[config.mk]
export PLATFORM = sky130hd
export DESIGN_NAME = psa_regs
export DESIGN_NICKNAME = d
export VERILOG_FILES = /design/src/common/psa_pkg.sv /design/src/rtl/psa_regs.sv
export SDC_FILE = /design/constraint.sdc
export NUM_CORES = 1
export LEC_CHECK = 0
export ABC_AREA = 1
export BUFFER_PORTS_ARGS = -buffer_cell sky130_fd_sc_hd__buf_2
export CAP_MARGIN = 5
export CORE_ASPECT_RATIO = 1.25
export CORE_MARGIN = 2
export CORE_UTILIZATION = 50
export CTS_BUF_LIST = sky130_fd_sc_hd__clkbuf_8
export CTS_CLUSTER_DIAMETER = 80
export DETAILED_ROUTE_END_ITERATION = 10
export GPL_TIMING_DRIVEN = 0
export PLACE_DENSITY = 0.69
export SYNTH_ARGS = -nofsm -noshare
export SYNTH_HDL_FRONTEND = slang
export SYNTH_SLANG_ARGS = --single-unit
[constraint.sdc]
create_clock -name clock -period 4.3 [get_ports clock]
set_input_delay 0 -clock clock [delete_from_list [all_inputs] [get_ports clock]]
set_output_delay 0 -clock clock [all_outputs]
set_load 0.01 [all_outputs]
[src/common/psa_pkg.sv]
package psa_pkg;
   // *****************************************************
   // Register indices on the serial management port
   // *****************************************************
   localparam logic [4:0] REG_MODE_STATUS = 5'h01; // port_mode_status
   localparam logic [4:0] REG_ID_HIGH = 5'h02; // vendor_id_high
   localparam logic [4:0] REG_ID_LOW = 5'h03; // vendor_id_low_model_rev
   localparam logic [4:0] REG_ADVERT = 5'h04; // local_ability_advert
   localparam logic [4:0] REG_PARTNER = 5'h05; // partner_ability
   localparam logic [4:0] REG_EXPANSION = 5'h06; // negotiation_expansion

   // *****************************************************
   // Management frame fields
   // *****************************************************
   localparam logic [1:0] OP_READ = 2'h2; // Read opcode
   localparam logic [1:0] OP_WRITE = 2'h1; // Write opcode
   localparam logic [3:0] HDR_LAST = 4'hb; // Opcode, port, register: 12 bits
   localparam logic [3:0] TA_LAST = 4'h1; // Two turnaround bits
   localparam logic [3:0] DATA_LAST = 4'hf; // Sixteen data bits

   // *****************************************************
   // Field layouts and reset values
   // *****************************************************
   localparam logic [15:0] STATUS_FIXED = 16'h79c9; // Capabilities, bits 7 and 6, bits 3 and 0
   localparam int STATUS_AN_DONE = 5; // Negotiation complete
   localparam int STATUS_FAR_FAULT = 4; // Far-end fault, latches high
   localparam int STATUS_LINK = 2; // Link up, latches low
   localparam int STATUS_JABBER = 1; // Jabber, latches high
   localparam logic [15:0] ADVERT_RESET = 16'h01e1; // Abilities on, selector 00001
   localparam logic [15:0] ADVERT_WMASK = 16'hbfff; // Bit 14 stays 0
   localparam logic [15:0] PARTNER_MASK = 16'hefff; // Bit 12 reads 0
   localparam logic [15:0] EXP_FIXED = 16'h0004; // Local next page able
   localparam int EXP_PD_FAULT = 4; // Parallel detection fault
   localparam int EXP_PARTNER_NP = 3; // Partner next page able
   localparam int EXP_PAGE_RX = 1; // Page received, latches low
   localparam int EXP_PARTNER_AN = 0; // Partner negotiation able

   // Live conditions from the link and negotiation logic
   typedef struct packed {
      logic an_complete;
      logic far_fault;
      logic link_up;
      logic jabber;
      logic pd_fault;
      logic page_rx;
      logic partner_np_able;
      logic partner_an_able;
      logic [15:0] partner_page;
   } psa_status_t;

   // Management frame receiver states
   typedef enum logic [2:0] {
      FRM_IDLE,
      FRM_START,
      FRM_HEADER,
      FRM_TURN,
      FRM_DATA
   } psa_mgmt_state_t;
endpackage : psa_pkg

[src/rtl/psa_regs.sv]
// What this block does
// - Bits 15..9 fixed: 14..11 one, others zero
// - Bit 8 reads one: extended status
// - Preamble optional; frames without preamble accepted
// - Bits 0,3 one; bit 5 negotiation complete
// - Far-end fault latches high until read
// - Jabber latches high, link latches low
// - Register 2 carries identifier bits 3..18
// - Register 3: identifier, model, revision constants
// - Advert 15,13,12 writable; 14 reads zero
// - Advert pause bits writable, reset zero
// - Advert 9..0 writable; reset 0x01e1
// - Partner register mirrors received base page, bit 12 reads zero
// - Partner pause, abilities, selector reported
// - Parallel detection fault latches; 15..5 zero
// - Page received latches low, reset zero
// - Partner next-page and negotiation ability
// - Expansion bit 2 always one
module psa_regs #(
   parameter logic [4:0] PORT_ADDR = 5'h01, // Port address to answer
   parameter logic [15:0] VENDOR_HIGH = 16'h1234, // Arbitrary value
   parameter logic [5:0] VENDOR_LOW = 6'h15, // Arbitrary value
   parameter logic [5:0] MODEL_NUM = 6'h0a, // Arbitrary value
   parameter logic [3:0] REVISION = 4'h3 // Arbitrary value
) (
   input wire logic clock,
   input wire logic rst_n,
   input wire logic serial_mgmt_clk,
   input wire logic serial_mgmt_din,
   output logic serial_mgmt_dout,
   output logic serial_mgmt_oe,
   input wire psa_pkg::psa_status_t live_status,
   output logic [15:0] advert
);
   // *****************************************************
   // Input synchronisers
   // *****************************************************
   logic [1:0] mdc_sync; // Management clock pin
   logic [1:0] mdio_sync; // Management data pin
   logic mdc_prev; // Last synchronised clock level
   psa_pkg::psa_status_t sts_meta; // First stage, read only by sts
   psa_pkg::psa_status_t sts; // Usable status

   // Pins pass two flops before any edge logic
   always_ff @(posedge clock or negedge rst_n) begin
      if (!rst_n) begin
         mdc_sync <= 2'h0;
         mdio_sync <= 2'h3;
         mdc_prev <= 1'b0;
      end else begin
         mdc_sync <= {mdc_sync[0], serial_mgmt_clk};
         mdio_sync <= {mdio_sync[0], serial_mgmt_din};
         mdc_prev <= mdc_sync[1];
      end
   end

   // Status words are quasi-static, so a plain double flop suffices
   always_ff @(posedge clock or negedge rst_n) begin
      if (!rst_n) begin
         sts_meta <= '0;
         sts <= '0;
      end else begin
         sts_meta <= live_status;
         sts <= sts_meta;
      end
   end

   logic mdc_rise; // Controller samples here
   logic mdc_fall; // We change the line here
   logic mdio_bit; // Synchronised data
   assign mdc_rise = mdc_sync[1] & ~mdc_prev;
   assign mdc_fall = ~mdc_sync[1] & mdc_prev;
   assign mdio_bit = mdio_sync[1];

   // *****************************************************
   // Frame receiver
   // *****************************************************
   psa_pkg::psa_mgmt_state_t state; // Frame position
   logic [3:0] cnt; // Bit within field
   logic [11:0] hdr; // Opcode, port, register
   logic [15:0] wdata; // Write data shift
   logic [15:0] rshift; // Read data shift
   logic is_read; // Frame is a read for us
   logic is_write; // Frame is a write for us
   logic hdr_done; // Last header bit seen
   logic [11:0] hdr_full; // Header including this bit
   logic read_take; // Snapshot and refresh strobe
   logic write_take; // Commit strobe
   logic [15:0] rd_value; // Selected register value

   localparam logic [3:0] TA_LAST_C = psa_pkg::TA_LAST; // Second turnaround bit

   assign hdr_full = {hdr[10:0], mdio_bit};
   assign hdr_done = mdc_rise && state == psa_pkg::FRM_HEADER && cnt == psa_pkg::HDR_LAST;
   assign read_take = hdr_done && hdr_full[11:10] == psa_pkg::OP_READ
                      && hdr_full[9:5] == PORT_ADDR;
   assign write_take = mdc_rise && state == psa_pkg::FRM_DATA && is_write
                       && cnt == psa_pkg::DATA_LAST;

   // Preamble ones are skipped, so a frame may open on its start bits
   always_ff @(posedge clock or negedge rst_n) begin
      if (!rst_n) begin
         state <= psa_pkg::FRM_IDLE;
         cnt <= 4'h0;
         hdr <= 12'h000;
         wdata <= 16'h0000;
         is_read <= 1'b0;
         is_write <= 1'b0;
      end else if (mdc_rise) begin
         case (state)
            psa_pkg::FRM_IDLE: begin
               // A zero after idle ones is the first start bit
               if (!mdio_bit) begin
                  state <= psa_pkg::FRM_START;
               end
            end
            psa_pkg::FRM_START: begin
               // Start must be 01, else drop back
               state <= mdio_bit ? psa_pkg::FRM_HEADER : psa_pkg::FRM_IDLE;
               cnt <= 4'h0;
            end
            psa_pkg::FRM_HEADER: begin
               hdr <= hdr_full;
               cnt <= cnt + 4'h1;
               if (cnt == psa_pkg::HDR_LAST) begin
                  state <= psa_pkg::FRM_TURN;
                  cnt <= 4'h0;
                  is_read <= read_take;
                  is_write <= hdr_full[11:10] == psa_pkg::OP_WRITE
                              && hdr_full[9:5] == PORT_ADDR;
               end
            end
            psa_pkg::FRM_TURN: begin
               cnt <= cnt + 4'h1;
               if (cnt == psa_pkg::TA_LAST) begin
                  state <= psa_pkg::FRM_DATA;
                  cnt <= 4'h0;
               end
            end
            psa_pkg::FRM_DATA: begin
               wdata <= {wdata[14:0], mdio_bit};
               cnt <= cnt + 4'h1;
               if (cnt == psa_pkg::DATA_LAST) begin
                  state <= psa_pkg::FRM_IDLE;
               end
            end
            default: begin
               state <= psa_pkg::FRM_IDLE;
            end
         endcase
      end
   end

   // Read data leaves on falling edges; released once the frame ends
   always_ff @(posedge clock or negedge rst_n) begin
      if (!rst_n) begin
         rshift <= 16'h0000;
         serial_mgmt_dout <= 1'b1;
         serial_mgmt_oe <= 1'b0;
      end else if (read_take) begin
         rshift <= rd_value;
      end else if (mdc_fall) begin
         if (state == psa_pkg::FRM_TURN && is_read && cnt == TA_LAST_C) begin
            serial_mgmt_oe <= 1'b1;
            serial_mgmt_dout <= 1'b0;
         end else if (state == psa_pkg::FRM_DATA && is_read) begin
            serial_mgmt_dout <= rshift[15];
            rshift <= {rshift[14:0], 1'b0};
         end else begin
            serial_mgmt_oe <= 1'b0;
            serial_mgmt_dout <= 1'b1;
         end
      end
   end

   // *****************************************************
   // Latched status bits
   // *****************************************************
   logic rd_status; // Mode status was read
   logic rd_exp; // Expansion was read
   logic far_fault; // Latched high
   logic jabber; // Latched high
   logic link_up; // Latched low
   logic pd_fault; // Latched high
   logic page_rx; // Latched low
   assign rd_status = read_take && hdr_full[4:0] == psa_pkg::REG_MODE_STATUS;
   assign rd_exp = read_take && hdr_full[4:0] == psa_pkg::REG_EXPANSION;

   // A read reloads from live, so an event in that cycle still sticks
   always_ff @(posedge clock or negedge rst_n) begin
      if (!rst_n) begin
         far_fault <= 1'b0;
         jabber <= 1'b0;
         link_up <= 1'b0;
      end else if (rd_status) begin
         far_fault <= sts.far_fault;
         jabber <= sts.jabber;
         link_up <= sts.link_up;
      end else begin
         far_fault <= far_fault | sts.far_fault;
         jabber <= jabber | sts.jabber;
         link_up <= link_up & sts.link_up;
      end
   end

   // Expansion latches behave the same way on their own read
   always_ff @(posedge clock or negedge rst_n) begin
      if (!rst_n) begin
         pd_fault <= 1'b0;
         page_rx <= 1'b0;
      end else if (rd_exp) begin
         pd_fault <= sts.pd_fault;
         page_rx <= sts.page_rx;
      end else begin
         pd_fault <= pd_fault | sts.pd_fault;
         page_rx <= page_rx & sts.page_rx;
      end
   end

   // *****************************************************
   // Advertisement and read mux
   // *****************************************************
   // Only the advertisement accepts writes; others drop them
   always_ff @(posedge clock or negedge rst_n) begin
      if (!rst_n) begin
         advert <= psa_pkg::ADVERT_RESET;
      end else if (write_take && hdr[4:0] == psa_pkg::REG_ADVERT) begin
         // Bit 14 masked off
         advert <= {wdata[14:0], mdio_bit} & psa_pkg::ADVERT_WMASK;
      end
   end

   logic [15:0] status_val; // Mode status view
   logic [15:0] exp_val; // Expansion view
   always_comb begin
      status_val = psa_pkg::STATUS_FIXED;
      status_val[psa_pkg::STATUS_AN_DONE] = sts.an_complete;
      status_val[psa_pkg::STATUS_FAR_FAULT] = far_fault;
      status_val[psa_pkg::STATUS_LINK] = link_up;
      status_val[psa_pkg::STATUS_JABBER] = jabber;
      exp_val = psa_pkg::EXP_FIXED;
      exp_val[psa_pkg::EXP_PD_FAULT] = pd_fault;
      exp_val[psa_pkg::EXP_PARTNER_NP] = sts.partner_np_able;
      exp_val[psa_pkg::EXP_PAGE_RX] = page_rx;
      exp_val[psa_pkg::EXP_PARTNER_AN] = sts.partner_an_able;
   end

   // Unmapped addresses read as zero
   always_comb begin
      case (hdr_full[4:0])
         psa_pkg::REG_MODE_STATUS: rd_value = status_val;
         psa_pkg::REG_ID_HIGH: rd_value = VENDOR_HIGH;
         psa_pkg::REG_ID_LOW: rd_value = {VENDOR_LOW, MODEL_NUM, REVISION};
         psa_pkg::REG_ADVERT: rd_value = advert;
         psa_pkg::REG_PARTNER: begin
            rd_value = sts.partner_page & psa_pkg::PARTNER_MASK;
         end
         psa_pkg::REG_EXPANSION: rd_value = exp_val;
         default: rd_value = 16'h0000;
      endcase
   end
endmodule : psa_regs

# Word-level counts from Yosys, hierarchy flattened
# Index checks and enable logic that the tools add are counted.
# op_classes
bitwise_logic	10
n_addsub	1
reduce_logical	26
n_mux	23
n_eq_ne	23
# ops
op	n
16-bit one-hot mux with 6 select lines	1
16-bit 2-to-1 mux	4
5-bit by 3-bit == test with 1-bit output (second input constant)	4
4-bit one-hot mux with 4 select lines	1
3-bit one-hot mux with 5 select lines	1
1-bit logical AND	14
3-bit 2-to-1 mux	4
5-bit by 1-bit == test with 1-bit output (second input constant)	2
5-bit by 2-bit == test with 1-bit output (second input constant)	2
1-bit 2-to-1 mux	9
3-bit AND reduction	3
4-bit == test (second input constant)	2
4-bit 2-to-1 mux	2
2-bit != test (second input constant)	4
2-bit AND reduction	4
3-bit by 2-bit == test with 1-bit output (second input constant)	2
5-bit AND reduction	1
4-bit by 1-bit adder with 4-bit output (second input constant)	1
1-bit bitwise AND	4
4-bit by 1-bit == test with 1-bit output (second input constant)	1
2-bit by 1-bit != test with 1-bit output (second input constant)	2
2-bit nonzero test	2
4-bit nonzero test	1
3-bit by 1-bit == test with 1-bit output (second input constant)	1
other kinds (7)	11
# totals
wordCells	119
in_bits	28
reg_bits	126
out_inout_bits	18

# Logic depth before layout (Yosys ltp)
# depth
ltp_word	8
depth_mapped	12
depth_no_buf	11

# Least setup slack after synthesis
# No wires, ideal clock.
# synth_timing
kind	register to register
from	register mdio_sync[1]
to	register rshift[1]
required_ns	4.235
path_buffers	1
t_arrival_ns	1.504
path_slack_ns	2.731
stages_incl_launch_ff	12
setup_ns	0.065
cell_sequence	dfstp_2 buf_2 inv_2 nor2_1 nand3_1 nand2_1 inv_1 nand2_1 nand2_1 nand2_1 nand2_1 nand2_1
# synth_between
elab_chain_cells	3
elab_cells_between_ends	8
cone_classes	6 x eq/ne; 2 x mux
# synth_lines
item	line	source
start: declaration	psa_regs.sv:39	logic [1:0] mdio_sync;
start signal: assignment	psa_regs.sv:52	mdio_sync <= {mdio_sync[0], serial_mgmt_din};
5-bit by 3-bit == test with 1-bit output, or another cell as far along	psa_regs.sv:250	case (hdr_full[4:0])
16-bit one-hot mux with 6 select lines *	psa_regs.sv:250	
16-bit 2-to-1 mux *	psa_regs.sv:160	end else if (read_take) begin
end signal: assignment	psa_regs.sv:161	rshift <= rd_value;
end signal: assignment	psa_regs.sv:168	rshift <= {rshift[14:0], 1'b0};
end: declaration	psa_regs.sv:82	logic [15:0] rshift;
# Every way passes the cells marked *; elsewhere a longest branch is shown, timed or not.
# A chain may end at the register's enable or synchronous reset.

# Worst setup path in the final report
# Ends and elaborated chain as after synthesis.

==> results by group <==
Status
  – Status: completed

Global routing
  – Grt total ovfl: 0
  – Number of global-route vias before repair: 3676
  – Global-route wire length before repair: 17050 µm
  – Total Routing Usage GR: 0.2126
  – Initial antenna violation count: 0
  – Maximum number of pins on one net before global-route repair: 94

Cells and area
  – Fin nets: 614
  – # diodes: 0
  – Layout Cells excl Fill: 723
  – Sequential cell area: 3113 µm²
  – Core Util, Final: 0.6191
  – Fillers: 794
  – Area of the multi-input gates: 1428 µm²
  – Layout cell share with drive strength beyond 1: 0.1859
  – Synth-to-Final Area Change: 22.24%

Clocking
  – Worst-Skew Late Latency: 440 ps
  – Worst-path clk slew: 70 ps
  – Maximum clock insertion buffer count: 2
  – Post-CTS Repair Setup Buffers: 0
  – Clock sinks: 124
  – CTS tree: done
  – Root buffer cell: clkbuf_8
  – Number of buffers created by CTS: 17
  – H-tree lvl count: 4

Detailed routing
  – Post-Route WL: 10080 µm
  – DR top layer: met4
  – Drt via density: 5.001
  – Met3 wire length: 345 µm
  – TritonRoute pass-1 iters: 5
  – Initial DRC Count: 270
  – DR WL/cell: 13.94 µm
  – Vias post-DR: 3616
  – DR DRC count: 0
  – Antenna Nets Post-Route: 0
  – Met2 wire len: 5465 µm
  – Metal-1 WL: 4068 µm

Floorplan
  – DIE AREA: 10440 µm²
  – Core Box Area: 9509 µm²
  – # IOs: 46
  – Die Span X: 91.78 µm
  – Die Y: 113.7 µm
  – Number of cell rows: 40
  – Initial Utilization: 0.5064

Logic synthesis
  – Post-synthesis sequential area ratio: 0.6464
  – Synthesized area: 4816 µm²
  – Ys async rst share: 1.000
  – Synth Flop Type: dfrtp_1
  – Post-Syn Nets: 525
  – Yosys warning count: 0
  – Cells after synthesis: 495
  – Cell variety after synth: 31
  – Seq cells post-synth: 124
  – Post-synth EDFFs: 0
  – Mean Syn Cell Area: 9.729 µm²

Worst setup path
  – CP Capture Type: flop
  – Setup crit start kind: flop
  – CP max FO: 10
  – Critical Path AT: 2310 ps
  – Worst Path Required: 4670 ps
  – Setup CP Type: flop to flop

STA
  – Tcrit/Tclk final: 0.4516
  – Least-Margin Pin Slew: 605.5 ps
  – Final setup vio count: 0
  – Worst hold margin: 9.032 ps
  – Final TNS setup: 0 ps
  – Endpoints failing hold: 0
  – Max_slew headroom: 0.5949
  – Final slew viol count: 0
  – Worst Skew: 9.150 ps
  – F_max: 514.9 MHz
  – RSZ-0062 raised after global routing: no
  – Post-route minimum period: 1942 ps

Placed design
  – Inst Count DP: 665
  – GPL Wtd Cong: 0.9433
  – Port Buf Inserts: 43
  – Post-DP HPWL: 6917 µm

Power
  – LEAKAGE: 2.787 nW
  – Final Power: 2.802 mW
  – Comb power frac: 0.169
  – PD cells: 476.1 nW/µm²
  – Switching power: 846.4 µW
  – Peak VDD IR: 0.3310 mV
  – Int Pwr: 1.956 mW
  – Clock network power share: 0.363
  – Sequential Power Share: 0.468
  – Sw Share: 0.3020

Job
  – Max Cap Violations: 0

Min path
  – Worst Hold Class: primary input to asynchronous set/reset pin
worst max-delay path: stages (launching register included):
cell,delay (ps)
dfstp_2,530
buf_2,220
inv_2,100
nor2_1,480
nand3_1,140
nand2_1,80
inv_1,40
nand2_1,50
nand2_1,60
nand2_1,80
nand2_1,50
nand2_1,50
flip-flops by register name (all words and copies together), names as in the netlist, 2 cells and up:
register and cells:
rshift 16, hdr 11, mdio_sync 2, wdata 15, sts 20, state 3, cnt 4, advert 15
sts_meta 23, exp_val 2, mdc_sync 2
placed cells by master, fill, tap and decap left out, types with 6 or more instances in the layout:
| cell | instances |
|---|---|
| nand3_1 | 28 |
| a21oi_1 | 18 |
| buf_2 | 49 |
| inv_2 | 7 |
| dfstp_2 | 8 |
| o211ai_1 | 6 |
| clkbuf_8 | 19 |
| o21ai_0 | 31 |
| inv_1 | 40 |
| nand4_1 | 8 |
| dlygate4sd3_1 | 26 |
| o21ai_1 | 28 |
| dfrtp_1 | 116 |
| clkbuf_1 | 9 |
| nor2_1 | 43 |
| nand2_1 | 115 |
cell usage after synthesis (5+ instances only):
master    count  area, µm²
o21ai_0      31      155.2
o211ai_1      6      45.04
buf_2         7      35.03
a21oi_1      18      90.09
nor3_1        5      25.02
nand2_1     115      431.7
nand4_1       8      50.05
inv_1        40      150.1
inv_2         7      26.28
nand3_1      28      140.1
dfstp_2       8      210.2
nor2_1       43      161.4
dfrtp_1     116       2903
o21ai_1      28      140.1
nor2_2        5      31.28
clkbuf_1      9      33.78
repair_timing:
item / in CTS / in global routing
endpoints found under the hold margin: 142 / 0
gates resized for setup: 0 / 0
hold buffers: 26 / 0
per-stage QoR:
stage	setup slack [ps]	area (µm²)
floorplan	2731	4816
global placement	1784	5189
detailed placement	2421	5223
CTS	2368	5887
global route	2178	5887
finish	2358	5887
worst paths after layout:
path	from	end	slack [ps]	cells past startpoint
worst max-delay path	mdio_sync[1]$_DFF_PN1_	rshift[1]$_DFFE_PN0P_	2360	11
worst min-delay path	rst_n	cnt[3]$_DFFE_PN0P_	9	2
worst max register to register	mdio_sync[1]$_DFF_PN1_	rshift[1]$_DFFE_PN0P_	2360	11
worst min register to register	sts_meta[18]$_DFF_PN0_	sts[18]$_DFF_PN0_	350	0
max in group asynchronous	rst_n	advert[8]$_DFFE_PN1P_	3560	3
min in group clock	live_status[14]	sts_meta[14]$_DFF_PN0_	200	2
power by group through the flow:
stage                     Sequential [mW]  Combinational [mW]  Clock (mW)
after floorplan                      1.32               0.325           0
after global placement               1.33               0.435           0
after detailed placement             1.33               0.453           0
after CTS                            1.31               0.472        1.03
after global routing                 1.33               0.537        1.09
final                                1.31               0.474        1.02
per-layer routing:
metal	track usage	vias up
li1	-	1776
met1	0.2528	1752
met2	0.3657	73
met3	0.05284	15
met4	0.09751	0
met5	0	-
cell type report:
type                       instances  share of cell area
sequential                       124              0.5288
clock buffer                      19             0.04442
timing repair buffer              70             0.08650
inverter                          47             0.02997
tap                              126             0.02678
clock inverter                    13             0.02423
buffer                            19             0.01679
multi-input combinational        305              0.2425
logic make-up (layout without fill, tap and decap cells):
logic type	Yosys count	after routing	share of synthesized area
other	1	1	0.0007787
DFF	124	124	0.6464
AOI/OAI and AO/OA	92	92	0.1037
adders and majority gates	2	2	0.005195
and+or+nand+nor	208	208	0.1832
xor gates and xnor gates	2	2	0.003638
buffers and inverters	66	168	0.05716
Note: power is estimated with default switching activity, not from simulation.
